--- config.mk ---
export PLATFORM = sky130hd
export DESIGN_NAME = laser_channel_mode_and_overcurrent_ctrl
export DESIGN_NICKNAME = d
export VERILOG_FILES = /design/src/input_sync.v /design/src/channel_protect.v /design/src/laser_channel_mode_and_overcurrent_ctrl.v
export VERILOG_INCLUDE_DIRS = /design/src
export SDC_FILE = /design/constraint.sdc
export NUM_CORES = 1
export LEC_CHECK = 0
export ABC_AREA = 1
export ABC_CLOCK_PERIOD_IN_PS = 1300
export BUFFER_PORTS_ARGS = -buffer_cell sky130_fd_sc_hd__clkbuf_2
export CAP_MARGIN = 25
export CORE_MARGIN = 2
export CORE_UTILIZATION = 31
export DETAILED_ROUTE_END_ITERATION = 8
export GPL_ROUTABILITY_DRIVEN = 0
export PLACE_DENSITY_LB_ADDON = 0.2
export SYNTH_ARGS = -nofsm -noshare
export SYNTH_HDL_FRONTEND = slang
export SYNTH_SLANG_ARGS = --single-unit
--- constraint.sdc ---
create_clock -name sys_clk_in -period 1.3 [get_ports sys_clk_in]
set_clock_uncertainty 0.15 [all_clocks]
set_input_delay 0.065 -clock sys_clk_in [delete_from_list [all_inputs] [get_ports sys_clk_in]]
set_output_delay 0.065 -clock sys_clk_in [all_outputs]
set_load 0.005 [all_outputs]
--- src/laser_ctrl_map.vh ---
// Register offsets, field positions, reset values for the laser channel control
`ifndef LASER_CTRL_MAP_VH
`define LASER_CTRL_MAP_VH
`define ADDR_CH1_MODE 8'h10
`define ADDR_CH1_THRESH 8'h11
`define ADDR_CH2_MODE 8'h15
`define ADDR_CH2_THRESH 8'h16
`define ADDR_RANGE 8'h1a
`define ADDR_SIMULATE 8'h1d
`define ADDR_STATUS 8'h1e
`define BIT_MODE 0
`define BIT_DISABLE 3
`define BIT_RANGE_CH1 0
`define BIT_RANGE_CH2 4
`define BIT_SIM_CH1 5
`define BIT_SIM_CH2 6
`define RST_MODE 1'b0
`define RST_DISABLE 1'b1
`define RST_RANGE 1'b0
`define RST_SIM 1'b0
`define RST_THRESH 8'hff
`define THRESH_MIN 8'h0a
`endif

--- src/input_sync.v ---
// Two-flip-flop synchroniser for one asynchronous level
`timescale 1ns/100ps
module input_sync (
  input wire sys_clk_in, // System clock
  input wire rst_in, // Synchronous reset, active high
  input wire async_in, // Level from outside the clock domain
  output wire sync_out // Synchronised level
);
  reg meta_q;
  reg sync_q;
  always @(posedge sys_clk_in)
  begin
    if (rst_in)
    begin
      meta_q <= 1'b0;
      sync_q <= 1'b0;
    end
    else
    begin
      meta_q <= async_in;
      sync_q <= meta_q;
    end
  end
  assign sync_out = sync_q;
endmodule // input_sync

--- src/channel_protect.v ---
// Per-channel overcurrent latch, simulation forcing and enable gating
`timescale 1ns/100ps
module channel_protect (
  input wire sys_clk_in, // System clock
  input wire rst_in, // Synchronous reset, active high
  input wire enable_pin_in, // Synchronised channel enable pin
  input wire disable_bit_in, // Channel disable register bit
  input wire overcurrent_in, // Synchronised comparator trip
  input wire simulate_in, // Overcurrent simulate bit
  output wire error_flag_out, // Overcurrent error flag
  output wire channel_on_out // Channel driving permitted
);
  reg latched_q;
  reg pin_prev_q;
  wire pin_rise;
  assign pin_rise = enable_pin_in & ~pin_prev_q;
  // Real trip latches until the enable pin is cycled; set wins over clear
  always @(posedge sys_clk_in)
  begin
    if (rst_in)
    begin
      latched_q <= 1'b0;
      pin_prev_q <= 1'b0;
    end
    else
    begin
      pin_prev_q <= enable_pin_in;
      if (overcurrent_in)
        latched_q <= 1'b1;
      else if (pin_rise)
        latched_q <= 1'b0;
    end
  end
  assign error_flag_out = latched_q | simulate_in;
  assign channel_on_out = enable_pin_in & ~disable_bit_in &
    ~error_flag_out;
endmodule // channel_protect

--- src/laser_channel_mode_and_overcurrent_ctrl.v ---
// Register bank and protection logic for a two-channel laser driver
`timescale 1ns/100ps
`include "laser_ctrl_map.vh"
module laser_channel_mode_and_overcurrent_ctrl (
  input wire sys_clk_in, // 40 MHz system clock
  input wire rst_in, // Synchronous reset, active high
  input wire wr_en_in, // Register write strobe from serial core
  input wire [7:0] addr_in, // Register address
  input wire [7:0] wr_data_in, // Write data
  output reg [7:0] rd_data_out, // Read data, registered
  input wire [1:0] channel_enable_pin_in, // Enable pins, async
  input wire [1:0] overcurrent_cmp_in, // Comparator trips, async
  input wire [9:0] reference_code_ch1_in, // Channel 1 reference code
  input wire [9:0] reference_code_ch2_in, // Channel 2 reference code
  output reg [9:0] ref_dac_ch1_out, // Channel 1 reference DAC code
  output reg [9:0] ref_dac_ch2_out, // Channel 2 reference DAC code
  output reg [7:0] thresh_dac_ch1_out, // Channel 1 threshold DAC code
  output reg [7:0] thresh_dac_ch2_out, // Channel 2 threshold DAC code
  output reg [1:0] thresh_low_range_out, // Threshold low range select
  output reg [1:0] reg_low_range_out, // Regulator low current range
  output reg [1:0] use_monitor_res_out, // Monitor resistor in loop
  output reg [1:0] current_mode_out, // Current control mode active
  output reg [1:0] channel_on_out, // Channel drive enable
  output reg [1:0] overcurrent_error_flag_out, // Error flags
  output reg fault_indication_pin_n_out // Fault pin, low on fault
);
  reg [1:0] control_mode_bit_q;
  reg [1:0] channel_disable_bit_q;
  reg [1:0] range_select_bit_q;
  reg [1:0] overcurrent_simulate_bit_q;
  reg [7:0] thresh_ch1_q;
  reg [7:0] thresh_ch2_q;
  wire [1:0] pin_sync;
  wire [1:0] trip_sync;
  wire [1:0] err_flag;
  wire [1:0] ch_on;
  reg [7:0] rd_d;
  genvar g;
  generate
    for (g = 0; g < 2; g = g + 1)
    begin : gen_sync
      input_sync u_pin_sync (
        .sys_clk_in(sys_clk_in),
        .rst_in(rst_in),
        .async_in(channel_enable_pin_in[g]),
        .sync_out(pin_sync[g])
      );
      input_sync u_trip_sync (
        .sys_clk_in(sys_clk_in),
        .rst_in(rst_in),
        .async_in(overcurrent_cmp_in[g]),
        .sync_out(trip_sync[g])
      );
    end
  endgenerate
  channel_protect u_prot_ch1 (
    .sys_clk_in(sys_clk_in),
    .rst_in(rst_in),
    .enable_pin_in(pin_sync[0]),
    .disable_bit_in(channel_disable_bit_q[0]),
    .overcurrent_in(trip_sync[0]),
    .simulate_in(overcurrent_simulate_bit_q[0]),
    .error_flag_out(err_flag[0]),
    .channel_on_out(ch_on[0])
  );
  channel_protect u_prot_ch2 (
    .sys_clk_in(sys_clk_in),
    .rst_in(rst_in),
    .enable_pin_in(pin_sync[1]),
    .disable_bit_in(channel_disable_bit_q[1]),
    .overcurrent_in(trip_sync[1]),
    .simulate_in(overcurrent_simulate_bit_q[1]),
    .error_flag_out(err_flag[1]),
    .channel_on_out(ch_on[1])
  );
  // Register writes
  always @(posedge sys_clk_in)
  begin
    if (rst_in)
    begin
      control_mode_bit_q <= {2{`RST_MODE}};
      channel_disable_bit_q <= {2{`RST_DISABLE}};
      range_select_bit_q <= {2{`RST_RANGE}};
      overcurrent_simulate_bit_q <= {2{`RST_SIM}};
      thresh_ch1_q <= `RST_THRESH;
      thresh_ch2_q <= `RST_THRESH;
    end
    else if (wr_en_in)
    begin
      if (addr_in == `ADDR_CH1_MODE)
      begin
        control_mode_bit_q[0] <= wr_data_in[`BIT_MODE];
        channel_disable_bit_q[0] <= wr_data_in[`BIT_DISABLE];
      end
      else if (addr_in == `ADDR_CH1_THRESH)
        thresh_ch1_q <= wr_data_in;
      else if (addr_in == `ADDR_CH2_MODE)
      begin
        control_mode_bit_q[1] <= wr_data_in[`BIT_MODE];
        channel_disable_bit_q[1] <= wr_data_in[`BIT_DISABLE];
      end
      else if (addr_in == `ADDR_CH2_THRESH)
        thresh_ch2_q <= wr_data_in;
      else if (addr_in == `ADDR_RANGE)
      begin
        range_select_bit_q[0] <= wr_data_in[`BIT_RANGE_CH1];
        range_select_bit_q[1] <= wr_data_in[`BIT_RANGE_CH2];
      end
      else if (addr_in == `ADDR_SIMULATE)
      begin
        overcurrent_simulate_bit_q[0] <= wr_data_in[`BIT_SIM_CH1];
        overcurrent_simulate_bit_q[1] <= wr_data_in[`BIT_SIM_CH2];
      end
    end
  end
  // Read mux; unmapped addresses read zero
  always @*
  begin
    rd_d = 8'h00;
    if (addr_in == `ADDR_CH1_MODE)
    begin
      rd_d[`BIT_MODE] = control_mode_bit_q[0];
      rd_d[`BIT_DISABLE] = channel_disable_bit_q[0];
    end
    else if (addr_in == `ADDR_CH1_THRESH)
      rd_d = thresh_ch1_q;
    else if (addr_in == `ADDR_CH2_MODE)
    begin
      rd_d[`BIT_MODE] = control_mode_bit_q[1];
      rd_d[`BIT_DISABLE] = channel_disable_bit_q[1];
    end
    else if (addr_in == `ADDR_CH2_THRESH)
      rd_d = thresh_ch2_q;
    else if (addr_in == `ADDR_RANGE)
    begin
      rd_d[`BIT_RANGE_CH1] = range_select_bit_q[0];
      rd_d[`BIT_RANGE_CH2] = range_select_bit_q[1];
    end
    else if (addr_in == `ADDR_SIMULATE)
    begin
      rd_d[`BIT_SIM_CH1] = overcurrent_simulate_bit_q[0];
      rd_d[`BIT_SIM_CH2] = overcurrent_simulate_bit_q[1];
    end
    else if (addr_in == `ADDR_STATUS)
      rd_d = {4'h0, ch_on, err_flag};
  end
  // Registered outputs
  always @(posedge sys_clk_in)
  begin
    if (rst_in)
    begin
      rd_data_out <= 8'h00;
      ref_dac_ch1_out <= 10'h000;
      ref_dac_ch2_out <= 10'h000;
      thresh_dac_ch1_out <= `RST_THRESH;
      thresh_dac_ch2_out <= `RST_THRESH;
      thresh_low_range_out <= 2'h0;
      reg_low_range_out <= 2'h0;
      use_monitor_res_out <= 2'h3;
      current_mode_out <= 2'h0;
      channel_on_out <= 2'h0;
      overcurrent_error_flag_out <= 2'h0;
      fault_indication_pin_n_out <= 1'b1;
    end
    else
    begin
      rd_data_out <= rd_d;
      ref_dac_ch1_out <= reference_code_ch1_in;
      ref_dac_ch2_out <= reference_code_ch2_in;
      // Codes below the minimum clamp to it
      thresh_dac_ch1_out <= (thresh_ch1_q < `THRESH_MIN) ?
        `THRESH_MIN : thresh_ch1_q;
      thresh_dac_ch2_out <= (thresh_ch2_q < `THRESH_MIN) ?
        `THRESH_MIN : thresh_ch2_q;
      thresh_low_range_out <= range_select_bit_q;
      reg_low_range_out <= range_select_bit_q & control_mode_bit_q;
      use_monitor_res_out <= ~control_mode_bit_q;
      current_mode_out <= control_mode_bit_q;
      channel_on_out <= ch_on;
      overcurrent_error_flag_out <= err_flag;
      fault_indication_pin_n_out <= ~(|err_flag);
    end
  end
endmodule // laser_channel_mode_and_overcurrent_ctrl

==> impl_metrics.yaml, run 1 <==
synthesis:
  library_cell_occupying_the_most_area_in_the_post_synthesis_netlist: "dfxtp_1"
  postSynthRegisterBits: 93
  synth.lib_cells_used.distinct: 24
  synth.yosys.seq_area_share_pct: 57.4
  post_synth_arst_share_pct: 0
  synthSimpleGateAreaFrac_pct: 28.9
  synth_compound_gate_area_share_pct: 3.01
  netlist_top_cells_count: "93 x dfxtp_1, 89 x nand2_1, 75 x inv_1"
  mappedNetlistArea_um2: 3240
  fraction_of_the_mapped_netlist_area_in_adder_cells_pct: 0
  synth.top_cells.by_area: "dfxtp_1 57%, nand2_1 10%, inv_1 8.7%"
  syn_inst: 411
  syn-mean-instance-area_um2: 7.89
  synth_top_area_share_pct: 57.4
  synth_xor_area_share_pct: 0
  synth-edff-count: 0
  synth_top_family_by_area: "simple AND/OR/NAND/NOR gates"
  synth_mux_area_share_pct: 0
  count_leader_synth: "dfxtp_1"
  synth_top_flop_cell: "dfxtp_1"
  synthesis.nets: 454
  yosys_warnings: 0
sta:
  hold_fails_final_rpt: 0
  achievable-frequency_mhz: 833
  worst_pin_slew_ns: 0.267
  fin_crit_sh_pct: 92.3
  setup_ws_ns: 0.0996
  rsz0062_at_grt: "false"
  setup_viol: 0
  timing_max_transition_violations_final: 0
  slew_headroom_pct: 82.1
  fin_crit_ns: 1.20
global_routing:
  grt_max_degree: 35
  overflow: 0
  grt_pass1_vias: 2745
  grt_util_all_layers_pct: 14.6
  global_route_wire_length_before_repair_mm: 13.1
  grt_antenna_before_repair: 0
routing:
  drt-pass1-iter-count: 4
  drc_errors_left: 0
  ant_nets: 0
  detail_route.wl_per_cell_um: 11.2
  via_per_inst: 4.20
  routed_wl_mm: 7.94
  dr.first_iter.drc_count: 118
  dr_total_vias: 2968
die:
  die-area_um2: 11300
  starting_density_of_the_core_pct: 31.7
  num_rows: 37
  fp.dieW_um: 106
  core_area_um2: 10200
  die_h_um: 106
  i_o_pins: 100
setup_path:
  worst_setup_path_start_kind: "flip-flop"
  timing.critical_path.to_type: "flip-flop"
  critPathMaxFanout: 3
  setup.worst_path.class: "reg -> reg"
  crit_arrival_ns: 1.30
  req_time_crit_path_ns: 1.39
finish:
  final_layout_size_suffix_gt1_share_pct: 26.6
  flow.area_growth_from_synthesis_pct: 42.4
  design.final.nets: 609
  antenna_cells_inserted: 0
  num-fill-cells: 1047
  finish.utilization_pct: 45.1
clocking:
  cts_sinks: 93
  clock_insertion_delay_worst_skew_ns: 0.35
  cts_tree: "yes"
  clk_pin_slew_ns: 0.09
  deepest_level_of_the_cts_h_tree: 3
  cts_buffer_depth: 2
  cts_made_buffers: 9
  clock-root-buffer: "clkbuf_8"
placed_design:
  placement.io_buffers: 99
  place_ws_ns: -0.139
  hpwlAfterDp_mm: 5.73
power_and_ir_drop:
  p_leak_nw: 2.41
  worst_ir_drop_vdd_mv: 0.506
  power.density_nw_per_um2: 1180
worst_hold_path:
  min-delay-path-class: "in -> reg"
run_status:
  status: "completed"
run:
  max-cap-violations: 0
==> flip-flops by register name, indices dropped and copies added (netlist names), 8 cells and up <==
| signal | flops |
|---|---|
| rd_data_out | 8 |
| thresh_ch2_q | 8 |
| thresh_dac_ch1_out | 8 |
| ref_dac_ch2_out | 10 |
| thresh_ch1_q | 8 |
| ref_dac_ch1_out | 10 |
| thresh_dac_ch2_out | 8 |
==> stage by stage <==
| step | cell area, um2 | cells | power [mW] | TNS [ns] | hold WS (ns) |
|---|---|---|---|---|---|
| 2_1_floorplan | 3240 | 411 | 3.13 | 0 | 0.0220 |
| 3_3_place_gp | 4040 | 657 | 3.29 | -0.519 | 0.108 |
| 3_5_place_dp | 4040 | 657 | 3.30 | -1.29 | 0.112 |
| 4_1_cts | 4600 | 707 | 5.53 | 0 | 0.0141 |
| 5_1_grt | 4620 | 707 | 5.70 | 0 | 0.0438 |
| 6_report | 4620 | 707 | 5.45 | 0 | 0.0241 |
==> what timing repair did <==
| item | in CTS | in global routing |
|---|---|---|
| gates resized for setup | 0 | 5 |
| setup buffers | 0 | 0 |
| endpoints found under the hold margin | 52 | 0 |
| hold buffers | 34 | 0 |
| setup endpoints to repair | 0 | 3 |
==> cell families after synthesis <==
group                  Yosys count
AOI/OAI and AO/OA               19
and+or+nand+nor                212
buffers and inverters           87
DFF                             93
==> path summary, 6_finish.rpt <==
| check | start | endpoint | slack [ns] | depth (start not counted) |
|---|---|---|---|---|
| min reg2reg | gen_sync[1].u_trip_sync.meta_q | gen_sync[1].u_trip_sync.sync_out | 0.26 | 2 |
| max | overcurrent_simulate_bit_q[1] | rd_data_out[1] | 0.1 | 6 |
| max reg2reg | overcurrent_simulate_bit_q[1] | rd_data_out[1] | 0.1 | 6 |
| min | wr_en_in | thresh_ch1_q[3] | 0.02 | 5 |
==> layer usage <==
metal	vias to the layer above	global-route usage, %	part of all wire, %
li1	1553	-	-
met1	1343	19.5	47
met2	63	23.4	47
met3	9	2.70	3.8
met4	0	5.73	1.6
met5	-	0	0
==> worst max-delay path, stage by stage, from the launching register on <==
cell     delay (ns)
dfxtp_1        0.32
or2_4          0.26
buf_4          0.15
nand2_1        0.06
nand3_1        0.06
nand2_1        0.06
inv_1          0.05
==> placed cells by master (no fill, tap or decap), types with 2 or more instances in the layout <==
master,n
a21oi_1,8
buf_12,2
buf_4,19
bufinv_16,2
clkbuf_2,99
clkbuf_8,9
clkinvlp_4,2
dfxtp_1,93
dlygate4sd3_1,34
inv_1,75
nand2_1,89
nand2_2,2
nand3_1,43
nand4_1,5
nor2_1,55
nor2_2,3
nor2_4,4
nor3_1,4
nor3_2,2
o21ai_0,10
or2_4,2
==> final cells by class <==
type	instances	area [um2]	share of cell area, %
inverters	77	292	6.31
well taps	136	170	3.69
flip-flops and latches	93	1860	40.3
multi-input cells	231	1050	22.8
clock buffers	10	128	2.76
repair buffers	154	1020	22.1
clock inverters	6	95.1	2.06
==> where the power goes <==
part	total [mW]	switching (mW)	internal, mW
clock network	2.13	1.02	1.10
registers	2.92	0.0155	2.90
logic	0.399	0.196	0.203
total	5.45	1.23	4.21
Power figures use the tool's default switching activity.
==> run 2: changes to the inputs <==
CELL_PAD_IN_SITES_DETAIL_PLACEMENT = 1   (was unset)
CELL_PAD_IN_SITES_GLOBAL_PLACEMENT = 2   (was unset)
CORE_UTILIZATION = 28   (was 31)
==> impl_metrics.yaml, run 2 (same netlist as run 1, synthesis figures left out) <==
finish:
  antenna_cells_inserted: 0
  finish.utilization_pct: 41.9
  leading_cell_types_in_the_layout_fill_and_taps_excluded: "98 x clkbuf_2, 93 x dfxtp_1, 88 x nand2_1"
  design.final.nets: 614
  num-fill-cells: 1402
  largest_registers: "ref_dac_ch1_out x10, ref_dac_ch2_out x10"
  final_layout_size_suffix_gt1_share_pct: 27.6
  sequential_cell_area_um2: 1860
  multi_input_area_um2: 1060
  mostFrequentLayoutCell: "clkbuf_2"
  flow.area_growth_from_synthesis_pct: 46.8
global_routing:
  global_route_wire_length_before_repair_mm: 15.6
  grt_antenna_before_repair: 0
  overflow: 0
  grt_util_all_layers_pct: 16.0
  grt_max_degree: 35
  grt_pass1_vias: 3231
  global_route.usage.met3_pct: 3.38
  gr-usage-met1_pct: 19.2
  gr-max-usage-layer: "met2"
  met2_usage_pct: 28.0
routing:
  dr.first_iter.drc_count: 104
  dr_total_vias: 3067
  via_per_inst: 4.27
  routed_wl_mm: 9.34
  ant_nets: 0
  drc_errors_left: 0
  detail_route.wl_per_cell_um: 13.0
  drt-pass1-iter-count: 4
die:
  i_o_pins: 100
  starting_density_of_the_core_pct: 28.5
  die_h_um: 112
  num_rows: 39
  core_area_um2: 11400
  die-area_um2: 12500
  fp.dieW_um: 112
setup_path:
  worst_setup_path_start_kind: "flip-flop"
  timing.critical_path.to_type: "flip-flop"
  crit_arrival_ns: 1.30
  critPathMaxFanout: 3
  req_time_crit_path_ns: 1.38
  setup.worst_path.class: "reg -> reg"
clocking:
  cts_setup_buffers: 0
  cts_made_buffers: 9
  clock-root-buffer: "clkbuf_16"
  cts_sinks: 93
  cts_buffer_depth: 2
  cts_tree: "yes"
  clk_pin_slew_ns: 0.06
  clock_insertion_delay_worst_skew_ns: 0.34
  deepest_level_of_the_cts_h_tree: 3
worst_hold_path:
  min-delay-path-class: "in -> reg"
placed_design:
  hpwlAfterDp_mm: 6.83
  place_ws_ns: -0.174
  placement.io_buffers: 99
sta:
  hold_fails_final_rpt: 0
  timing_max_transition_violations_final: 0
  achievable-frequency_mhz: 826
  setup_ws_ns: 0.0894
  fin_crit_ns: 1.21
  setup_viol: 0
  worst_pin_slew_ns: 0.405
  fin_crit_sh_pct: 93.1
  rsz0062_at_grt: "false"
  slew_headroom_pct: 73.0
power_and_ir_drop:
  worst_ir_drop_vdd_mv: 0.680
  p_leak_nw: 2.49
  post-layout-total-power_mw: 6.04
  power.density_nw_per_um2: 1270
run_status:
  status: "completed"
run:
  max-cap-violations: 0
run 2: changes by cell type in the layout (fill, tap and decap cells not counted), sizes merged:
cell,delta
clkinvlp,-2
clkinv,+2
clkbuf,+2
inv,-2
bufinv,-1
buf,+6
dlygate4sd3,-1
dlymetal6s4s,+1
run 2: timing repair:
action | 4_1_cts | 5_1_grt
setup endpoints to repair | 1 | 9
hold buffers | 34 | 0
endpoints found under the hold margin | 50 | 0
gates resized for setup | 1 | 8
run 2: per-stage QoR:
| stage | cells | hold WS [ns] | setup TNS [ns] | instance area, um2 |
|---|---|---|---|---|
| 6_report | 719 | 0.0352 | 0 | 4760 |
| 5_1_grt | 719 | 0.0837 | 0 | 4760 |
| 4_1_cts | 720 | 0.0176 | 0 | 4740 |
| 3_5_place_dp | 670 | 0.114 | -2.53 | 4090 |
| 3_3_place_gp | 670 | 0.108 | -1.62 | 4090 |
| 2_1_floorplan | 411 | 0.0220 | 0 | 3240 |
run 2: final timing paths:
kind / startpoint / endpoint / slack, ns / cells past startpoint
max: overcurrent_simulate_bit_q[0] / rd_data_out[0] / 0.09 / 7
min: wr_en_in / overcurrent_simulate_bit_q[0] / 0.04 / 5
max reg2reg: overcurrent_simulate_bit_q[0] / rd_data_out[0] / 0.09 / 7
min reg2reg: gen_sync[1].u_trip_sync.meta_q / gen_sync[1].u_trip_sync.sync_out / 0.25 / 2
run 2: cell type report:
class / instances / share of cell area [%]
inverter: 77 / 6.13
multi-input combinational: 231 / 22.3
clock buffer: 13 / 5.47
tap: 143 / 3.76
timing repair buffer: 159 / 22.3
sequential: 93 / 39.1
clock inverter: 3 / 0.920
run 2: critical path, cell delays in order (launching register included):
cell and delay, ns:
dfxtp_1 0.33, or2_4 0.28, nand4_1 0.10, nand2_1 0.05
inv_1 0.05, nand2_1 0.05, nand2_1 0.05, nand2_1 0.05
run 2: layer usage:
metal,part of all wire [%],vias to the layer above
li1,-,1561
met1,44,1435
met2,51,59
met3,3.9,12
met4,1.8,0
met5,0,-
run 2: report_power, final:
group          total [mW]  internal, mW  switching [mW]  leakage, nW
logic               0.431         0.219           0.211         1.58
registers            2.92          2.91          0.0172        0.759
clock network        2.69          1.60            1.09        0.150
